`src/psos_pkg.sv`:
```
// Purpose: shared constants for the parallel-in serial-out shifter
// Assumes: one 125 MHz clock, inputs synchronous to it
// Notes: stage 0 is the first stage, the top stage is the last
package psos_pkg;
    localparam int PSOS_STAGES = 8;          // register length
    localparam int PSOS_CLK_PERIOD_NS = 8;   // system clock period
    localparam int PSOS_BUF_DEPTH = 2;       // entries in the bit buffer
    localparam int PSOS_BUF_WIDTH = 1;       // one shifted-out bit per entry
    localparam logic PSOS_LOAD_IDLE = 1'b1;  // shift/load level at rest
    localparam logic PSOS_NOR_IDLE = 1'b1;   // assumed gate level before reset release
endpackage : psos_pkg

```
`src/psos_buf.sv`:
```
// Purpose: small ring buffer with valid/ready on both sides
// Assumes: depth of at least two, single clock
// Notes: read data, valid and ready all come from flip-flops
`timescale 1ns/1ps
module psos_buf #(
    parameter int WIDTH = 1,
    parameter int DEPTH = 2
) (
    input wire logic clock,
    input wire logic rst_b,
    input wire logic in_valid,
    input wire logic [WIDTH-1:0] in_data,
    output logic in_ready_ff,
    output logic out_valid_ff,
    output logic [WIDTH-1:0] out_data_ff,
    input wire logic out_ready
);
    localparam int PW = (DEPTH > 1) ? $clog2(DEPTH) : 1;
    localparam int CW = $clog2(DEPTH + 1);
    localparam logic [CW-1:0] FULL_CNT = CW'(DEPTH);
    localparam logic [PW-1:0] LAST_PTR = PW'(DEPTH - 1);

    logic [WIDTH-1:0] mem_ff [DEPTH];
    logic [PW-1:0] wr_ptr_ff;
    logic [PW-1:0] rd_ptr_ff;
    logic [CW-1:0] count_ff;
    logic [PW-1:0] nxt_rd_ptr;
    logic [CW-1:0] nxt_count;
    logic push;
    logic pop;

    // a push into a full buffer is refused, never overwrites
    assign push = in_valid && in_ready_ff;
    assign pop = out_valid_ff && out_ready;

    // pointer and level bookkeeping
    always_comb begin
        nxt_rd_ptr = rd_ptr_ff;
        if (pop) begin
            nxt_rd_ptr = (rd_ptr_ff == LAST_PTR) ? '0 : rd_ptr_ff + 1'b1;
        end
        nxt_count = count_ff;
        if (push && !pop) begin
            nxt_count = count_ff + 1'b1;
        end else if (pop && !push) begin
            nxt_count = count_ff - 1'b1;
        end
    end

    // storage array, no reset needed on data
    always_ff @(posedge clock) begin
        if (push) begin
            mem_ff[wr_ptr_ff] <= in_data;
        end
    end

    // pointers, level and flag flops
    always_ff @(posedge clock or negedge rst_b) begin
        if (!rst_b) begin
            wr_ptr_ff <= '0;
            rd_ptr_ff <= '0;
            count_ff <= '0;
            in_ready_ff <= 1'b0;
            out_valid_ff <= 1'b0;
        end else begin
            if (push) begin
                wr_ptr_ff <= (wr_ptr_ff == LAST_PTR) ? '0 : wr_ptr_ff + 1'b1;
            end
            rd_ptr_ff <= nxt_rd_ptr;
            count_ff <= nxt_count;
            in_ready_ff <= (nxt_count != FULL_CNT);
            out_valid_ff <= (nxt_count != '0);
        end
    end

    // head word registered; bypass when the write lands on the new head
    always_ff @(posedge clock) begin
        if (push && (wr_ptr_ff == nxt_rd_ptr)) begin
            out_data_ff <= in_data;
        end else begin
            out_data_ff <= mem_ff[nxt_rd_ptr];
        end
    end
endmodule : psos_buf

```
`src/psos_shifter.sv`:
```
// Purpose: eight-stage parallel-in, serial-out shift register
// Assumes: all pins but rst_b sampled synchronously to clock; edges seen as level changes
// Notes: shift register itself carries no reset
// Operation
// RULE1: eight stages shift first toward last
// RULE2: load low copies parallel inputs into stages
// RULE3: load wins over clock, inhibit, serial
// RULE4: parallel inputs ignored while load high
// RULE5: shift clock is NOR of both clocks
// RULE6: rising gated clock with load high shifts once; here only if the bit buffer has room
// RULE7: first stage takes serial, others previous
// RULE8: no gated rising edge means hold
// RULE9: last stage out true and inverted only
// RULE10: controller raises inhibit only while clock high
// RULE11: no reset; contents unknown until loaded
`timescale 1ns/1ps
module psos_shifter
    import psos_pkg::*;
#(
    parameter int STAGES = psos_pkg::PSOS_STAGES,
    parameter int BUF_DEPTH = psos_pkg::PSOS_BUF_DEPTH
) (
    input wire logic clock,
    input wire logic rst_b,
    input wire logic shift_load_b,
    input wire logic clk_in,
    input wire logic clk_inhibit,
    input wire logic serial_in,
    input wire logic [STAGES-1:0] par_in,
    output logic last_q_ff,
    output logic last_q_b_ff,
    output logic step_ready_ff,
    output logic bit_valid_ff,
    output logic bit_data_ff,
    input wire logic bit_ready
);
    import psos_pkg::*;

    // phase of the nor-gated clock; the two codes sit one bit apart
    typedef enum logic {
        GATE_SHUT = 1'b0, // gate low, the next rise steps if load is high and the buffer has room
        GATE_OPEN = 1'b1 // gate high, its rise already spent
    } psos_gate_e;

    // stage register, no reset by design
    logic [STAGES-1:0] stage_ff;
    wire logic [STAGES-1:0] nxt_stage;
    // pin history
    logic load_prev_ff;
    psos_gate_e gate_state_ff;
    psos_gate_e nxt_gate_state;
    // decoded pin conditions
    logic gate_now;
    logic gate_rise;
    logic load_fall;
    logic load_now;
    logic step;
    // last stage on its way to the output flops
    logic nxt_last_q;
    logic nxt_last_q_b;
    // buffer side
    logic buf_ready_ff;
    logic buf_push;
    logic buf_bit;

    // the two clock pins meet in a nor; high on either blocks shifting
    assign gate_now = ~(clk_in | clk_inhibit); // [RULE5]

    // a rise counts only if the gate was seen low at the last edge
    assign gate_rise = gate_now && (gate_state_ff == GATE_SHUT);

    // gate phase tracking; an unknown code falls back to open, never a step
    always_comb begin
        nxt_gate_state = gate_state_ff;
        case (gate_state_ff)
            GATE_SHUT: begin
                if (gate_now) begin
                    nxt_gate_state = GATE_OPEN;
                end
            end
            GATE_OPEN: begin
                if (!gate_now) begin
                    nxt_gate_state = GATE_SHUT;
                end
            end
            default: begin
                nxt_gate_state = GATE_OPEN;
            end
        endcase
    end

    // gate phase flop; reset to the idle level so release fakes no rise
    always_ff @(posedge clock or negedge rst_b) begin
        if (!rst_b) begin
            gate_state_ff <= psos_gate_e'(PSOS_NOR_IDLE);
        end else begin
            gate_state_ff <= nxt_gate_state;
        end
    end

    // load pin history; reset to its rest level so release fakes no fall
    always_ff @(posedge clock or negedge rst_b) begin
        if (!rst_b) begin
            load_prev_ff <= PSOS_LOAD_IDLE;
        end else begin
            load_prev_ff <= shift_load_b;
        end
    end

    // load acts on its level, its falling edge being the first such cycle
    assign load_fall = !shift_load_b && load_prev_ff;
    assign load_now = !shift_load_b || load_fall; // [RULE3]

    // a step needs load high and buffer room, so no shifted bit is lost;
    // a rise that meets a full buffer is spent without a shift
    assign step = !load_now && gate_rise && buf_ready_ff; // [RULE6]

    // per-stage next value: load first, then a step, otherwise hold
    for (genvar g = 0; g < STAGES; g++) begin : g_stage
        logic shift_src;
        // the first stage listens to the serial pin, the rest to the one below
        if (g == 0) begin : g_first
            assign shift_src = serial_in; // [RULE7]
        end else begin : g_rest
            assign shift_src = stage_ff[g-1]; // [RULE1]
        end
        // par_in reaches a stage only through the load term [RULE4]
        assign nxt_stage[g] = load_now ? par_in[g] // [RULE2]
            : (step ? shift_src : stage_ff[g]); // [RULE8]
    end

    // the stages have no reset, power-up content is unknown [RULE11]
    always_ff @(posedge clock) begin
        stage_ff <= nxt_stage;
    end

    // only the last stage is brought out, true and inverted
    assign nxt_last_q = nxt_stage[STAGES-1];
    assign nxt_last_q_b = ~nxt_stage[STAGES-1];

    // true copy, taken from the next value so it matches the stage
    always_ff @(posedge clock) begin
        last_q_ff <= nxt_last_q; // [RULE9]
    end

    // inverted copy in a flop of its own so both pins switch on one edge
    always_ff @(posedge clock) begin
        last_q_b_ff <= nxt_last_q_b; // [RULE9]
    end

    // ready mirror lags the buffer by one edge; a controller that steps
    // on it can still meet a full buffer right after a push
    always_ff @(posedge clock or negedge rst_b) begin
        if (!rst_b) begin
            step_ready_ff <= 1'b0;
        end else begin
            step_ready_ff <= buf_ready_ff;
        end
    end

    // each step pushes the bit leaving the last stage
    assign buf_push = step;
    assign buf_bit = stage_ff[STAGES-1];

    // two-entry buffer so a stalled sink loses no shifted bit
    psos_buf #(
        .WIDTH(PSOS_BUF_WIDTH),
        .DEPTH(BUF_DEPTH)
    ) u_buf (
        .clock(clock),
        .rst_b(rst_b),
        .in_valid(buf_push),
        .in_data(buf_bit),
        .in_ready_ff(buf_ready_ff),
        .out_valid_ff(bit_valid_ff),
        .out_data_ff(bit_data_ff),
        .out_ready(bit_ready)
    );
endmodule : psos_shifter

```
`config.mk`:
```
export PLATFORM = sky130hd
export DESIGN_NAME = psos_shifter
export DESIGN_NICKNAME = d
export VERILOG_FILES = /design/src/psos_pkg.sv /design/src/psos_buf.sv /design/src/psos_shifter.sv
export SDC_FILE = /design/constraint.sdc
export NUM_CORES = 1
export LEC_CHECK = 0
export BUFFER_PORTS_ARGS = -buffer_cell sky130_fd_sc_hd__buf_2
export CORE_UTILIZATION = 40
export DETAILED_ROUTE_END_ITERATION = 7
export PLACE_DENSITY = 0.67
export SYNTH_ARGS = -nofsm -noshare
export SYNTH_HDL_FRONTEND = slang
export SYNTH_SLANG_ARGS = --single-unit
```
`constraint.sdc`:
```
create_clock -name clock -period 1.94 [get_ports clock]
set_input_delay 0.291 -clock clock [delete_from_list [all_inputs] [get_ports clock]]
set_output_delay 0.291 -clock clock [all_outputs]
set_load 0.03 [all_outputs]
```
==> flow_summary.yaml <==
worst_setup_path:
  startpoint_type: "flop"
  crit_family: "simple AND/OR/NAND/NOR gates"
  critPathCaptureType: "flop"
  critPathSlowestCell: "nor4b_4"
  cpPeakStageDelay_ns: 0.45
  cp.required_ns: 2.12
  critical_path_buf_inv_count: 0
  crit_type: "flop to flop"
  cp.arrival_ns: 1.74
  path_cells: "nor4b_4 -> and3_1 -> mux2_2 -> a21oi_1"
  crit_fanout: 6
floorplan:
  fp.dieArea_um2: 2280
  die_y_um: 47.7
  start_util_pct: 42.6
  coreArea_um2: 1960
  rows: 16
  die_w_um: 47.7
  pin_count: 20
sta:
  clock.fmax_mhz: 642
  slew_violations: 0
  final-setup-viol-count: 0
  min_period_ns: 1.56
  fin_skew_ns: 0.0106
  setup-tns-final_ns: 0
  grt_setup_unrepaired: "false"
  max_slew_margin_pct: 71.4
  period_share_pct: 80.3
  final-hold-violation-count: 0
  fin_hold_ws_ns: 0.139
  tightest_slew_ns: 0.427
synth:
  netlist_instances: 56
  synth_seq_area_share_pct: 63.6
  avgSynthCellArea_um2: 14.9
  ys_warn_count: 0
  syn_nets: 71
  synthesis.area_um2: 836
  synthDistinctLibCells: 24
  ys_seq_elements: 20
placed_design:
  dp_hpwl_um: 860
  place_congestion: 0.707
  port_buffers: 19
  dp_cells: 100
cells_and_area:
  multi_input_area_um2: 289
  diodes: 0
  regArea_um2: 532
  fin_cells: 105
  layout-drive-gt1-share_pct: 46.2
  nFillCells: 188
  syn2layout_area_growth_pct: 19.6
  nNetsFinal: 94
drt:
  remaining_drc_errors: 0
  wire_per_inst_um: 10.8
  drtIter0Drc: 10
  vias: 489
  via_per_inst: 4.66
  drt-pass1-iter-count: 4
  wl_um: 1130
  ant_nets: 0
clocking:
  numCtsBuffers: 3
  postCtsSetupBuffers: 0
  cts_tree: "built"
  root_buffer: "clkbuf_4"
  cts.sinks: 20
  ctsLongestPathBuffers: 2
  htreeDepth: 1
  insertion_delay_ns: 0.29
  path_clk_slew_ns: 0.11
grt:
  use_met3_pct: 2.26
  use_met1_pct: 18.9
  grt_use_total_pct: 12.4
  grt_pass1_wl_um: 1870
  antenna_found_initial: 0
  top_usage_layer: "met1"
  grt_start_max_net_pins: 15
  grt_pass1_vias: 420
  met2_usage_pct: 15.7
  grt-ovfl-total: 0
power:
  total_leakage_power_nw: 0.413
  peakVddDrop_v: 0.000573
  seq_power_share_pct: 54.2
  swShare_pct: 29.8
  p_per_area_nw_per_um2: 1160
  pwr-share-comb_pct: 25.8
  p_sw_uw: 344
  p_int_uw: 811
  clkPwrFrac_pct: 20.0
hold_path:
  min_path_type: "input port to flop"
run:
  max-cap-violations: 0
outcome:
  status: "finished clean"
## timing repair
action,in CTS,in global routing
endpoints found under the hold margin,7,0
gates resized for setup,0,0
hold buffers,1,0
## layout by cell type, fill, tap and decap left out, drive strengths merged
cell	Yosys	routed
edfxtp	9	9
nor2	5	5
dfxtp	3	3
inv	1	1
mux2i	1	1
buf	1	19
nand2b	1	1
dlygate4sd3	0	1
a21o	1	1
dfrtp	7	7
mux2	10	10
a21oi	2	2
a22oi	2	2
nor4	1	1
xnor2	3	3
nand2	2	2
and3	2	2
o21a	1	1
dfstp	1	1
nor3	1	1
clkbuf	1	4
nor4b	1	1
## cells in the mapped netlist
library cell	instances	area, um2
a21oi_2	1	8.76
mux2i_1	1	10.0
mux2_2	6	67.6
dfstp_2	1	26.3
edfxtp_1	9	270
buf_4	1	7.51
a21oi_1	1	5.00
clkbuf_1	1	3.75
dfrtp_1	7	175
nand2b_1	1	6.26
mux2_1	4	45.0
nor2_1	5	18.8
nor4_1	1	6.26
and3_2	1	7.51
nor4b_4	1	23.8
o21a_1	1	7.51
a21o_1	1	7.51
inv_1	1	3.75
and3_1	1	6.26
nor3_2	1	10.0
nand2_1	2	7.51
dfxtp_1	3	60.1
xnor2_1	3	26.3
a22oi_2	2	25.0
## through the flow
step	power, mW	utilization [%]	setup slack, ns	cell area [um2]
6_report	1.16	51.0	0.383	1000
5_1_grt	1.23	51.0	0.256	1000
4_1_cts	1.17	51.0	0.370	1000
3_5_place_dp	0.933	48.6	0.355	953
3_3_place_gp	0.929	48.6	0.383	953
2_1_floorplan	0.857	-	0.474	836
## area by class of cell
class                           count  share of cell area [%]
Clock buffer                        4                    3.63
Inverter                            1                   0.375
Multi-Input combinational cell     33                    28.9
Sequential cell                    20                    53.2
Tap cell                           27                    3.38
Timing Repair Buffer               20                    10.5
## power by group through the flow
stage | Combinational, mW | Sequential [mW] | Clock [mW]
5_1_grt | 0.330 | 0.646 | 0.258
3_3_place_gp | 0.293 | 0.636 | 0
3_5_place_dp | 0.296 | 0.637 | 0
2_1_floorplan | 0.190 | 0.667 | 0
6_report | 0.298 | 0.626 | 0.231
4_1_cts | 0.300 | 0.627 | 0.243
## cell families after synthesis
| family | count (synthesis) | share of synthesized area [%] |
|---|---|---|
| flip-flops | 20 | 63.6 |
| buffers and inverters | 3 | 1.80 |
| multiplexers | 11 | 14.7 |
| AO/OA/AOI/OAI | 6 | 6.44 |
| XOR/XNOR | 3 | 3.14 |
| AND/OR/NAND/NOR | 13 | 10.3 |
## path summary, 6_finish.rpt
check	cells after the start	to	slack (ns)	from
worst max-delay path	4	u_buf.out_valid_ff	0.38	gate_state_ff
min in group asynchronous	2	u_buf.out_valid_ff	0.35	rst_b
max in group asynchronous	2	gate_state_ff	1.35	rst_b
worst max register to register	4	u_buf.out_valid_ff	0.38	gate_state_ff
worst min register to register	0	step_ready_ff	0.39	u_buf.in_ready_ff
worst min-delay path	2	gate_state_ff	0.14	clk_in
## registers in the layout, indices dropped and copies added (netlist names), named ones only
signal / flops
u_buf.in_ready_ff: 1
u_buf.rd_ptr_ff: 1
step_ready_ff: 1
u_buf.mem_ff: 2
u_buf.wr_ptr_ff: 1
last_q_b_ff: 1
u_buf.out_valid_ff: 1
u_buf.count_ff: 2
stage_ff: 8
gate_state_ff: 1
## layer usage
layer | up-vias | part of all wire, %
met3 | 2 | 2.1
met2 | 7 | 48
met4 | 0 | 1.7
met5 | - | 0
met1 | 236 | 48
li1 | 244 | -
(Power assumes the default switching activity.)
